<file path="src/hw/scs_regs_map.svh">
// Purpose: offsets, field positions and reset values of the clock/synth bank
// Assumes: byte-wide registers on a plain 16-bit address port
// Notes: definitions only
`ifndef SCS_REGS_MAP_SVH
`define SCS_REGS_MAP_SVH
`define SCS_OFS_OSC_RATIO 16'h1003
`define SCS_OFS_SYNTH_CTRL 16'h1008
`define SCS_OFS_ADV_CTRL 16'h1020
`define SCS_RST_OSC_RATIO 8'h8b
`define SCS_RST_SYNTH_CTRL 8'h00
`define SCS_RST_ADV_CTRL 5'h0e
`define SCS_OSC_DIV_MSB 7
`define SCS_OSC_DIV_LSB 6
`define SCS_OSC_MUL_MSB 5
`define SCS_OSC_MUL_LSB 0
`define SCS_ADV_CPU_FAST 2
`define SCS_ADV_LVR_EN 1
`define SCS_ADV_HI_RAIL 0
`define SCS_ADV_KEEP_MSB 4
`define SCS_SYN_DAC_MODE 7
`define SCS_SYN_LVL_MODE 6
`define SCS_SYN_CHAN_MSB 5
`define SCS_SYN_CHAN_LSB 0
`define SCS_BASE_CLK_KHZ 1200
`define SCS_RST_MUL_X 20
`endif

</file>
<file path="src/hw/scs_pkg.sv">
// Purpose: types of the clock/synth control bank
// Assumes: nothing
// Notes: constants live in scs_regs_map.svh
package scs_pkg;
	typedef enum logic {
		SCS_DAC_TIME_SHARE = 1'b0,
		SCS_DAC_SUMMATION = 1'b1
	} scs_dac_mode_t;
	typedef enum logic {
		SCS_LVL_ZERO = 1'b0,
		SCS_LVL_QUARTER = 1'b1
	} scs_lvl_mode_t;
endpackage : scs_pkg

</file>
<file path="src/hw/scs_ctrl_bank.sv">
// Purpose: software control bank for system clock and synth output modes
// Assumes: plain strobe port, read data valid one cycle after read strobe
// Notes: unmapped reads return 8'h00, unmapped writes are dropped
//
// The strobed register port was left to the implementer.
`timescale 1ns/1ps
`include "scs_regs_map.svh"

// Functional notes
// - oscillator register reset 8'h8b, twenty times base
// - bit 2 high selects fast cpu
// - bit 1 enables low voltage reset
// - bit 0 enables high rail, resets off
// - bit 7 picks time-share or summation update
// - bit 6 picks zero or quarter floor
// - synth control register resets to zero
module scs_ctrl_bank (
	input wire logic ref_clk_in,
	input wire logic arst_n_in,
	input wire logic [15:0] addr_in,
	input wire logic [7:0] wr_data_in,
	input wire logic wr_stb_in,
	input wire logic rd_stb_in,
	output logic [7:0] rd_data_out,
	output logic [1:0] osc_div_out,
	output logic [5:0] osc_mul_out,
	output logic cpu_fast_out,
	output logic low_voltage_reset_en_out,
	output logic high_rail_out_en_out,
	output scs_pkg::scs_dac_mode_t dac_mode_out,
	output scs_pkg::scs_lvl_mode_t lvl_mode_out,
	output logic [5:0] synth_chan_last_out,
	output logic [6:0] synth_chan_count_out
);
	typedef struct packed {
		logic [7:0] rd_data;
	} scs_bank_t;
	scs_bank_t st_q;
	scs_bank_t st_d;
	logic [7:0] osc_ratio_q;
	logic [7:0] synth_ctrl_q;
	logic [7:0] adv_ctrl_q;
	logic hit_osc;
	logic hit_syn;
	logic hit_adv;

	assign hit_osc = (addr_in == `SCS_OFS_OSC_RATIO);
	assign hit_syn = (addr_in == `SCS_OFS_SYNTH_CTRL);
	assign hit_adv = (addr_in == `SCS_OFS_ADV_CTRL);

	scs_reg8 #(
		.RST_VAL(`SCS_RST_OSC_RATIO),
		.WR_MASK(8'hff)
	) u_osc_ratio (
		.ref_clk_in(ref_clk_in),
		.arst_n_in(arst_n_in),
		.wr_en_in(wr_stb_in && hit_osc),
		.wr_data_in(wr_data_in),
		.val_out(osc_ratio_q)
	);

	scs_reg8 #(
		.RST_VAL(`SCS_RST_SYNTH_CTRL),
		.WR_MASK(8'hff)
	) u_synth_ctrl (
		.ref_clk_in(ref_clk_in),
		.arst_n_in(arst_n_in),
		.wr_en_in(wr_stb_in && hit_syn),
		.wr_data_in(wr_data_in),
		.val_out(synth_ctrl_q)
	);

	// upper three bits masked off on write and reset
	scs_reg8 #(
		.RST_VAL({3'h0, `SCS_RST_ADV_CTRL}),
		.WR_MASK(8'h1f)
	) u_adv_ctrl (
		.ref_clk_in(ref_clk_in),
		.arst_n_in(arst_n_in),
		.wr_en_in(wr_stb_in && hit_adv),
		.wr_data_in(wr_data_in),
		.val_out(adv_ctrl_q)
	);

	always_comb begin
		st_d = st_q;
		st_d.rd_data = 8'h00;
		if (rd_stb_in) begin
			if (hit_osc) begin
				st_d.rd_data = osc_ratio_q;
			end else if (hit_syn) begin
				st_d.rd_data = synth_ctrl_q;
			end else if (hit_adv) begin
				st_d.rd_data = adv_ctrl_q;
			end
		end
	end

	always_ff @(posedge ref_clk_in or negedge arst_n_in) begin
		if (!arst_n_in) begin
			st_q <= '0;
		end else begin
			st_q <= st_d;
		end
	end

	assign rd_data_out = st_q.rd_data;
	// split ratio into divider and multiplier
	assign osc_div_out = osc_ratio_q[`SCS_OSC_DIV_MSB:`SCS_OSC_DIV_LSB];
	assign osc_mul_out = osc_ratio_q[`SCS_OSC_MUL_MSB:`SCS_OSC_MUL_LSB];
	assign cpu_fast_out = adv_ctrl_q[`SCS_ADV_CPU_FAST];
	assign low_voltage_reset_en_out = adv_ctrl_q[`SCS_ADV_LVR_EN];
	assign high_rail_out_en_out = adv_ctrl_q[`SCS_ADV_HI_RAIL];
	assign dac_mode_out =
		scs_pkg::scs_dac_mode_t'(synth_ctrl_q[`SCS_SYN_DAC_MODE]);
	assign lvl_mode_out =
		scs_pkg::scs_lvl_mode_t'(synth_ctrl_q[`SCS_SYN_LVL_MODE]);
	assign synth_chan_last_out =
		synth_ctrl_q[`SCS_SYN_CHAN_MSB:`SCS_SYN_CHAN_LSB];
	// stored value is count minus one
	assign synth_chan_count_out = {1'b0, synth_chan_last_out} + 7'h01;
endmodule : scs_ctrl_bank

</file>
<file path="src/hw/scs_reg8.sv">
// Purpose: one byte register with reset value and write enable
// Assumes: single clock, async active-low reset
// Notes: unused bits are masked here, on write and reset, by the caller's WR_MASK
`timescale 1ns/1ps
module scs_reg8 #(
	parameter logic [7:0] RST_VAL = 8'h00,
	parameter logic [7:0] WR_MASK = 8'hff
) (
	input wire logic ref_clk_in,
	input wire logic arst_n_in,
	input wire logic wr_en_in,
	input wire logic [7:0] wr_data_in,
	output logic [7:0] val_out
);
	typedef struct packed {
		logic [7:0] val;
	} scs_r8_t;
	scs_r8_t st_q;
	scs_r8_t st_d;

	always_comb begin
		st_d = st_q;
		if (wr_en_in) begin
			st_d.val = wr_data_in & WR_MASK;
		end
	end

	always_ff @(posedge ref_clk_in or negedge arst_n_in) begin
		if (!arst_n_in) begin
			st_q <= RST_VAL & WR_MASK;
		end else begin
			st_q <= st_d;
		end
	end

	assign val_out = st_q.val;
endmodule : scs_reg8

</file>
<file path="config.mk">
export PLATFORM = sky130hd
export DESIGN_NAME = scs_ctrl_bank
export DESIGN_NICKNAME = d
export VERILOG_FILES = /design/src/hw/scs_pkg.sv /design/src/hw/scs_ctrl_bank.sv /design/src/hw/scs_reg8.sv
export VERILOG_INCLUDE_DIRS = /design/src /design/src/hw
export SDC_FILE = /design/constraint.sdc
export NUM_CORES = 1
export LEC_CHECK = 0
export ABC_AREA = 1
export BUFFER_PORTS_ARGS = -buffer_cell sky130_fd_sc_hd__buf_2
export CAP_MARGIN = 20
export CORE_MARGIN = 2
export CORE_UTILIZATION = 43
export DETAILED_ROUTE_END_ITERATION = 8
export PLACE_DENSITY = 0.86
export RECOVER_POWER = 100
export SYNTH_ARGS = -nofsm -noshare
export SYNTH_HDL_FRONTEND = slang
export SYNTH_SLANG_ARGS = --single-unit
</file>
<file path="constraint.sdc">
create_clock -name ref_clk_in -period 1.3 [get_ports ref_clk_in]
set_clock_uncertainty 0.15 [all_clocks]
set_input_delay 0.195 -clock ref_clk_in [delete_from_list [all_inputs] [get_ports ref_clk_in]]
set_output_delay 0.195 -clock ref_clk_in [all_outputs]
set_load 0.005 [all_outputs]
</file>
==> impl_results.md, run 1 <==
* Most frequent cells in the layout: buf_2, nand2_1, buf_4
* Worst Setup SP: u_synth_ctrl.val_out[0]$_DFFE_PN0P_
* Final Worst Setup Slack at -417 ps
* Post-placement cell area at about 0.002 sq mm
* Rel. slew slack at 0.592
* Arr. time, crit path at 1370 ps
* Critical-path top delay cell: dfrtp_2
* RSZ-0062 raised after global routing: yes
* Synth warn at 0
* Delay-heaviest family, CP: flip-flops
* CTS sink count at 29
* Bufs and invs on worst path at 3
* Initial drt markers at 55
* Cell Area, Synth at 0.00157 sq mm
* Clock H-tree levels at 2
* Highest Signal Layer: met4
* CTS tree: done
* Ant. Diodes at 0
* Setup TNS at -2790 ps
* Post-Route WL at 4.05 mm
* Final Hold Violating Endpoints at 0
* Final net count at ~320
* Syn Inst Count at 181
* Met3 wire length at between 200 and 250 microns
* Crit share post-route at 1.32
* Placed Cells at 301
* Met1 Wirelength at 1.61 mm
* Residual DRC at 0
* Yosys cell types at 23
* Avg Inst Size Synth at 8.65 sq um
* Initial antenna violation count at 0
* Reg clk slew, reported paths at 90 ps
* Gr usage total at 0.208
* Grt ovf at 0
* Slew at the pin with the worst max-slew slack at ~610 ps
* Clk root buf: clkbuf_4
* RR Startpoint: u_synth_ctrl.val_out[3]$_DFFE_PN0P_
* Via/cell ratio at 4.67
* Status: finished, violations left
* Required @ worst endpoint at between 900 and 1000 ps
* Final setup viols at 20
* Worst path max stage delay at 410 ps
* Cell Pwr Density at 687 mW/mm^2
* Post-layout power at 1600 uW
* GP Congestion at 0.823
* Core area at 0.00342 sq mm
* Die Wd at 64.3 microns
* Startpoint types: register
* Initial core utilization at 0.458
* Clk_lat worst skew at 330 ps
* First-pass GRT wire length at 6.64 mm
* Final std cells w/o fill at roughly 330
* Die Height at 64.3 microns
* I/O pins at 62
* Met2 routed WL at 2.14 mm
* Final Instance Area at 0.00233 sq mm
* HP Start: wr_stb_in
* Area grow syn2layout at 49.2%
* Top post-synthesis cells by area: dfrtp_1, dfstp_2, nand2_1
* DR WL/cell at 12.1 microns
* Failing checks: negative setup slack
* Maximum clock rate at 0.582 GHz
* Worst setup EP type: primary output
* Lkg Pwr at 0.00128 uW
* Pin count of the biggest net entering global routing at 18
* Share of layout cells above drive strength 1 at 0.458
* Worst Hold Class: in2reg
* Cells along the critical path: inv_2 -> nor3_4 -> buf_4 -> xor2_1 -> buf_2
* Post-layout min period at 1720 ps
* Worst VDD drop at 0.376 mV
* Via count at ~1600
* Die ar. at 0.00414 sq mm
* Final Max Tran Viols at 0
* Yosys top cell by area: dfrtp_1
* Synthesized net count at 210
* Post-synthesis sequential area ratio at 0.469
* Port buffer count at 61
* Worst slack, placed at -118 ps
* Detailed placement HPWL at 2.82 mm
* Max-Cap Viols at 0
* Clock buffer depth at 2
* Final ANT Viol Nets at 0
* Pre-antenna DRT Iters at 4
* Setup CP Type: reg2out
* Number of fill cells at 282
* Peak fanout along the critical path at 4
* R2R setup slack at ~80 ps
* # rows at 21
* Synth Register Bits at 29
* Yosys top cell area share at 0.352
* Commonest non-fill, non-tap cell in the layout: buf_2
* CTS buffer count at 5
* Vias in the first global route at approximately 1500
-- final timing paths --
kind                                                       to  cells past startpoint
max                                   synth_chan_count_out[3]                      5
min                        u_osc_ratio.val_out[6]$_DFFE_PN0P_                      4
max reg2reg                          rd_data_out[3]$_DFF_PN0_                      6
min reg2reg                u_osc_ratio.val_out[2]$_DFFE_PN0P_                      2
max in group asynchronous   u_adv_ctrl.val_out[2]$_DFFE_PN1P_                      3
min in group asynchronous            rd_data_out[7]$_DFF_PN0_                      2
-- logic make-up (layout without fill, tap and decap cells) --
| group | count (synthesis) | count (layout) | synth area share |
|---|---|---|---|
| buffers and inverters | 17 | 124 | 0.0663 |
| and+or+nand+nor | 108 | 108 | 0.355 |
| AOI/OAI and AO/OA | 22 | 22 | 0.0791 |
| adders and majority gates | 1 | 1 | 0.00799 |
| xor gates and xnor gates | 4 | 4 | 0.0224 |
| DFF | 29 | 29 | 0.469 |
-- report_power, final --
part	switching, uW	internal (uW)
registers	0.271	903
clock network	291	266
logic	76.1	66.5
-- sequential cells by signal, summed over array words and instances (netlist names) --
signal,cells
rd_data_out,8
u_osc_ratio.val_out,8
u_synth_ctrl.val_out,8
u_adv_ctrl.val_out,5
-- cell usage after synthesis, drive strengths merged --
| cell type | instances |
|---|---|
| inv | 12 |
| a21oi | 3 |
| nand2 | 60 |
| nor2 | 30 |
| nand3b | 1 |
| buf | 5 |
| ha | 1 |
| dfstp | 7 |
| dfrtp | 22 |
| nand3 | 15 |
| o21ai | 18 |
| xor2 | 4 |
| nor3 | 2 |
| o21a | 1 |
-- layout make-up --
type	instances	area [sq um]	share of cell area
tap	46	57.6	0.0247
sequential	29	737	0.316
timing repair buffer	104	707	0.303
clock buffer	8	58.8	0.0252
inverter	12	45.0	0.0193
multi-input combinational	135	729	0.312
-- worst reg2reg max path, cell delays in order (launching register included) --
cell     delay [ps]
dfrtp_2         450
buf_6           130
buf_6           110
nand3_1          70
nand2_1          60
nor2_2          100
nor2_1           40
-- per-stage QoR --
step           utilization  hold slack, ps
4_1_cts              0.684             111
3_5_place_dp         0.599           -54.7
5_1_grt              0.684             120
6_report             0.684             112
2_1_floorplan            -            -251
3_3_place_gp         0.599           -54.9
-- metal layers --
| metal | global-route usage | vias up |
|---|---|---|
| met3 | 0.0370 | 8 |
| met2 | 0.383 | 48 |
| met4 | 0.0771 | 0 |
| met5 | 0 | - |
| li1 | - | 786 |
| met1 | 0.238 | 717 |
-- timing repair --
action / CTS / global route
buffers inserted: 12 / 4
resized for setup: 10 / 9
hold buffers: 10 / 0
cloned: 0 / 0
pin swaps: 1 / 0
setup endpoints to repair: 16 / 18
endpoints found under the hold margin: 45 / 0
No activity file was read; power rests on OpenSTA's default activity.
==> run 2: changes to the inputs <==
--- a/config.mk
+++ b/config.mk
@@ -14,6 +14,7 @@
 export DETAILED_ROUTE_END_ITERATION = 8
 export PLACE_DENSITY = 0.86
 export RECOVER_POWER = 100
+export REMOVE_ABC_BUFFERS = 1
 export SYNTH_ARGS = -nofsm -noshare
 export SYNTH_HDL_FRONTEND = slang
 export SYNTH_SLANG_ARGS = --single-unit
==> run 2 against run 1 <==
  * The run still ends with negative setup slack left
  * Total power grew 23%
  * Highest routed layer unchanged
  * First-iteration DRC count grew 45%
  * Sequential power is essentially flat
  * Combinational power is essentially flat
==> impl_results.md, run 2 (synthesized netlist as in run 1, its figures left out) <==
* Via/cell ratio at 4.79 (was 4.67)
* Initial core utilization at 0.458 (unchanged)
* Core area at 0.00342 sq mm (unchanged)
* Residual DRC at 0 (unchanged)
* Vias in the first global route at 1560 (was 1521)
* Peak fanout along the critical path at 3 (was 4)
* Status: finished, violations left (unchanged)
* Startpoint types: register (unchanged)
* Highest Signal Layer: met4 (unchanged)
* Final Worst Setup Slack at -432 ps (was -417 ps)
* Via count at 1580 (was 1559)
* Required @ worst endpoint at 950 ps (about the same)
* Final net count at 312 (was 316)
* Placed Cells at 300 (was 301)
* Register area at 738 sq um (was 737 sq um)
* Post-Route WL at 4.25 mm (was 4.05 mm)
* Met1 Wirelength at 1.72 mm (was 1.61 mm)
* Crit share post-route at 1.33 (was 1.32)
* Post-layout min period at 1730 ps (was 1720 ps)
* Ant. Diodes at 0 (unchanged)
* Final Hold Violating Endpoints at 0 (unchanged)
* Grt ovf at 0 (unchanged)
* Rel. slew slack at 0.515 (was 0.592)
* Setup CP Type: reg2out (unchanged)
* Die Height at 64.3 microns (unchanged)
* Die ar. at 0.00414 sq mm (unchanged)
* GP Congestion at 0.882 (was 0.823)
* Clk root buf: clkbuf_4 (unchanged)
* Die Wd at 64.3 microns (unchanged)
* Reg clk slew, reported paths at 90 ps (about the same)
* Worst Hold Class: in2reg (unchanged)
* Final Max Tran Viols at 0 (unchanged)
* Lkg Pwr at 0.00126 uW (was 0.00128 uW)
* Met2 routed WL at 2.14 mm (about the same)
* Final setup viols at 24 (was 20)
* Gr usage total at 0.220 (was 0.208)
* Pre-antenna DRT Iters at 5 (was 4)
* Area grow syn2layout at 49.4% (was 49.2%)
* CTS buffer count at 5 (unchanged)
* Number of fill cells at 281 (was 282)
* CTS tree: done (unchanged)
* Most frequent cells in the layout: nand2_1, buf_2, nor2_1 (was buf_2, nand2_1, buf_4)
* Pin count of the biggest net entering global routing at 17 (was 18)
* Port buffer count at 61 (unchanged)
* Cell Pwr Density at 844 mW/mm^2 (was 687 mW/mm^2)
* Slew at the pin with the worst max-slew slack at 727 ps (was 611 ps)
* DR WL/cell at 12.9 microns (was 12.1 microns)
* Detailed placement HPWL at 2.88 mm (was 2.82 mm)
* Final ANT Viol Nets at 0 (unchanged)
* Final core occ at 0.685 (was 0.684)
* Arr. time, crit path at 1390 ps (was 1370 ps)
* I/O pins at 62 (unchanged)
* Initial antenna violation count at 0 (unchanged)
* RSZ-0062 raised after global routing: yes (unchanged)
* Clock H-tree levels at 2 (unchanged)
* Final std cells w/o fill at 330 (was 334)
* Multi-input logic area at 741 sq um (was 729 sq um)
* # rows at 21 (unchanged)
* Clock buffer depth at 2 (unchanged)
* Met3 wire length at 324 microns (was 220 microns)
* Worst setup EP type: primary output (unchanged)
* First-pass GRT wire length at 6.91 mm (was 6.64 mm)
* Clk_lat worst skew at 340 ps (was 330 ps)
* Share of layout cells above drive strength 1 at 0.454 (was 0.458)
* Failing checks: negative setup slack (unchanged)
* Initial drt markers at 80 (was 55)
* CTS sink count at 29 (unchanged)
* Worst VDD drop at 0.540 mV (was 0.376 mV)
* Maximum clock rate at 0.577 GHz (was 0.582 GHz)
* Max-Cap Viols at 0 (unchanged)
run 2: path summary, 6_finish.rpt:
kind | startpoint | end | slack, ps | cells past startpoint
setup / recovery | u_synth_ctrl.val_out[0]$_DFFE_PN0P_ | synth_chan_count_out[3] | -430 | 5
hold / removal | wr_stb_in | u_osc_ratio.val_out[1]$_DFFE_PN1P_ | 100 | 4
setup reg to reg | u_synth_ctrl.val_out[0]$_DFFE_PN0P_ | rd_data_out[0]$_DFF_PN0_ | -60 | 7
hold reg to reg | u_osc_ratio.val_out[2]$_DFFE_PN0P_ | u_osc_ratio.val_out[2]$_DFFE_PN0P_ | 360 | 2
max in group asynchronous | arst_n_in | u_adv_ctrl.val_out[2]$_DFFE_PN1P_ | -20 | 3
min in group asynchronous | arst_n_in | rd_data_out[7]$_DFF_PN0_ | 270 | 2
run 2: worst max-delay path: stages, from the launching register on:
cell and delay, ps:
dfrtp_2 420, inv_2 70, nor3_4 180, buf_4 140
xor2_1 130, buf_2 130
run 2: area by class of cell:
| type | instances | share of cell area |
|---|---|---|
| multi-input cells | 135 | 0.317 |
| flip-flops and latches | 29 | 0.316 |
| repair buffers | 100 | 0.280 |
| clock inverters | 3 | 0.0278 |
| well taps | 46 | 0.0246 |
| inverters | 12 | 0.0193 |
| clock buffers | 5 | 0.0161 |
run 2: power by group:
group / internal (uW) / total, uW / switching, uW
logic: 67.1 / 145 / 77.4
clock network: 595 / 926 / 331
registers: 903 / 903 / 0.303
total: 1570 / 1970 / 409
run 2: repair_timing:
action	in CTS	in global routing
setup buffers	10	3
endpoints found under the hold margin	52	0
pin swaps	2	3
hold buffers	10	0
gates resized for setup	11	13
endpoints found under the setup margin	17	18
run 2: per-layer routing:
| metal | up-vias | global-route usage |
|---|---|---|
| met4 | 0 | 0.112 |
| met2 | 63 | 0.375 |
| li1 | 782 | - |
| met5 | - | 0 |
| met1 | 728 | 0.263 |
| met3 | 7 | 0.0423 |
run 2: through the flow:
step	TNS, ps	setup WS (ps)	instance area, sq um	hold WS (ps)	total power (uW)
after floorplan	-514	-72.9	1510	-251	954
after global placement	-2340	-97.0	2030	-42.2	1040
after detailed placement	-3530	-151	2030	-40.6	1050
after CTS	-3120	-446	2360	92.3	1990
after global routing	-5980	-508	2340	119	2040
final	-3050	-432	2340	104	1970
==> run 3: changes to the inputs <==
==> constraint.sdc (replaced) <==
create_clock -name ref_clk_in -period 1.3 [get_ports ref_clk_in]
set_clock_uncertainty 0.15 [all_clocks]
set_input_delay 0.26 -clock ref_clk_in [delete_from_list [all_inputs] [get_ports ref_clk_in]]
set_output_delay 0.26 -clock ref_clk_in [all_outputs]
set_load 0.005 [all_outputs]
==> run 3 against run 2 <==
  * Sequential cell count did not move
  * Final cell count shrank 0.30%
  * Clock power is 37% lower
  * Sequential share of layout area increased by 0.56 points
  * The run still ends with negative setup slack left
  * Sequential power is essentially flat
  * Clock-buffer cell count grew 3
  * Hold slack worse by 96 ps
  * Combinational power shrank 8%
  * First-iteration DRC count fell by 6.3%
==> impl_results.md, run 3 (synthesized netlist as in run 1, its figures left out) <==
* Worst VDD drop at 0.439 mV (was 0.540 mV)
* Pin count of the biggest net entering global routing at 18 (was 17)
* Clock buffer depth at 2 (unchanged)
* Via count at 1571 (was 1580)
* Port buffer count at 61 (unchanged)
* CTS sink count at 29 (unchanged)
* Cell Pwr Density at 706 mW/mm^2 (was 844 mW/mm^2)
* Initial antenna violation count at 0 (unchanged)
* Die ar. at 0.00414 sq mm (unchanged)
* Setup CP Type: reg2out (unchanged)
* DR WL/cell at 12.9 microns (about the same)
* Initial drt markers at 75 (was 80)
* I/O pins at 62 (unchanged)
* RSZ-0062 raised after global routing: yes (unchanged)
* Post-layout min period at 1830 ps (was 1730 ps)
* Clk_lat worst skew at 340 ps (about the same)
* Die Height at 64.3 microns (unchanged)
* Ant. Diodes at 0 (unchanged)
* Worst slack, placed at -276 ps (was -151 ps)
* Grt ovf at 0 (unchanged)
* Clk root buf: clkbuf_4 (unchanged)
* Final setup viols at 19 (was 24)
* Final ANT Viol Nets at 0 (unchanged)
* Worst Hold Class: in2reg (unchanged)
* Maximum clock rate at 0.547 GHz (was 0.577 GHz)
* Most frequent cells in the layout: buf_2, nand2_1, buf_4 (was nand2_1, buf_2, nor2_1)
* GP Congestion at 0.893 (was 0.882)
* Core area at 0.00342 sq mm (unchanged)
* Final core occ at 0.670 (was 0.685)
* Commonest non-fill, non-tap cell in the layout: buf_2
* Multi-input logic area at 729 sq um (was 741 sq um)
* Peak fanout along the critical path at 4 (was 3)
* Final Hold Violating Endpoints at 0 (unchanged)
* Crit share post-route at 1.41 (was 1.33)
* Max-Cap Viols at 0 (unchanged)
* # rows at 21 (unchanged)
* Final Max Tran Viols at 0 (unchanged)
* Number of fill cells at 300 (was 281)
* Share of layout cells above drive strength 1 at 0.502 (was 0.454)
* Startpoint types: register (unchanged)
* Pre-antenna DRT Iters at 4 (was 5)
* Final Worst Setup Slack at -528 ps (was -432 ps)
* Required @ worst endpoint at 890 ps (was 950 ps)
* Register area at 736 sq um (was 738 sq um)
* Initial core utilization at 0.458 (unchanged)
* CTS buffer count at 5 (unchanged)
* Detailed placement HPWL at 3.03 mm (was 2.88 mm)
* First-pass GRT wire length at 6.87 mm (was 6.91 mm)
* Reg clk slew, reported paths at 80 ps (was 90 ps)
* Residual DRC at 0 (unchanged)
* Lkg Pwr at 0.00124 uW (was 0.00126 uW)
* Gr usage total at 0.218 (was 0.220)
* Via/cell ratio at 4.78 (was 4.79)
* Vias in the first global route at 1492 (was 1560)
* Area grow syn2layout at 46.3% (was 49.4%)
* Worst setup EP type: primary output (unchanged)
* CTS tree: done (unchanged)
* Die Wd at 64.3 microns (unchanged)
* Final net count at 311 (was 312)
* Failing checks: negative setup slack (unchanged)
* Slew at the pin with the worst max-slew slack at 733 ps (was 727 ps)
* Arr. time, crit path at 1420 ps (was 1390 ps)
* Post-Route WL at 4.24 mm (was 4.25 mm)
* Clock H-tree levels at 2 (unchanged)
* Status: finished, violations left (unchanged)
* Rel. slew slack at 0.511 (was 0.515)
-- run 3: cell count changes in the layout (fill, tap and decap cells not counted), sizes merged --
cell,before,now
clkinv,1,0
buf,75,90
dlygate4sd3,10,4
bufinv,2,0
clkbuf,20,13
-- run 3: layer usage --
| metal | share of wire | global-route usage | vias up |
|---|---|---|---|
| li1 | - | - | 772 |
| met1 | 0.42 | 0.278 | 725 |
| met2 | 0.50 | 0.359 | 66 |
| met3 | 0.067 | 0.0423 | 8 |
| met4 | 0.019 | 0.0931 | 0 |
| met5 | 0 | 0 | - |
-- run 3: path summary, 6_finish.rpt --
kind | slack, ps | cells past startpoint | from | end
max | -530 | 5 | u_synth_ctrl.val_out[0]$_DFFE_PN0P_ | synth_chan_count_out[3]
min | 8 | 3 | wr_data_in[2] | u_adv_ctrl.val_out[2]$_DFFE_PN1P_
max reg2reg | 60 | 6 | u_synth_ctrl.val_out[1]$_DFFE_PN0P_ | rd_data_out[1]$_DFF_PN0_
min reg2reg | 340 | 2 | u_adv_ctrl.val_out[3]$_DFFE_PN1P_ | u_adv_ctrl.val_out[3]$_DFFE_PN1P_
max in group asynchronous | 40 | 3 | arst_n_in | u_adv_ctrl.val_out[2]$_DFFE_PN1P_
min in group asynchronous | 340 | 2 | arst_n_in | rd_data_out[4]$_DFF_PN0_
-- run 3: cell type report --
cell class / count / share of cell area
inverters: 12 / 0.0197
multi-input cells: 135 / 0.319
well taps: 46 / 0.0251
repair buffers: 99 / 0.290
clock buffers: 8 / 0.0257
flip-flops and latches: 29 / 0.321
-- run 3: timing repair --
item / in CTS / in global routing
setup endpoints to repair: 21 / 36
hold buffers: 4 / 0
cloned: 0 / 0
resized for setup: 5 / 15
endpoints found under the hold margin: 29 / 0
pin swaps: 0 / 3
setup buffers: 9 / 9
-- run 3: metrics by stage --
stage	hold WS (ps)	setup TNS (ps)	power (uW)	instance area, sq um	cells
final	7.90	-3870	1620	2290	329
after global routing	23.2	-6420	1680	2290	329
after CTS	4.78	-3760	1620	2210	322
after detailed placement	15.4	-6690	1050	2030	301
after global placement	16.5	-4820	1040	2030	301
after floorplan	-186	-1270	954	1510	176
-- run 3: worst max-delay path: stages, from the launching register on --
cell and delay [ps]:
dfrtp_1 430, inv_2 60, nor3_2 170, buf_4 150, xor2_2 140, buf_2 130
-- run 3: power breakdown --
group / internal, uW / total, uW / leakage [uW] / switching (uW)
clock: 266 / 580 / 0.0000326 / 313
combinational: 58.8 / 134 / 0.000856 / 75.2
sequential: 903 / 903 / 0.000352 / 0.286
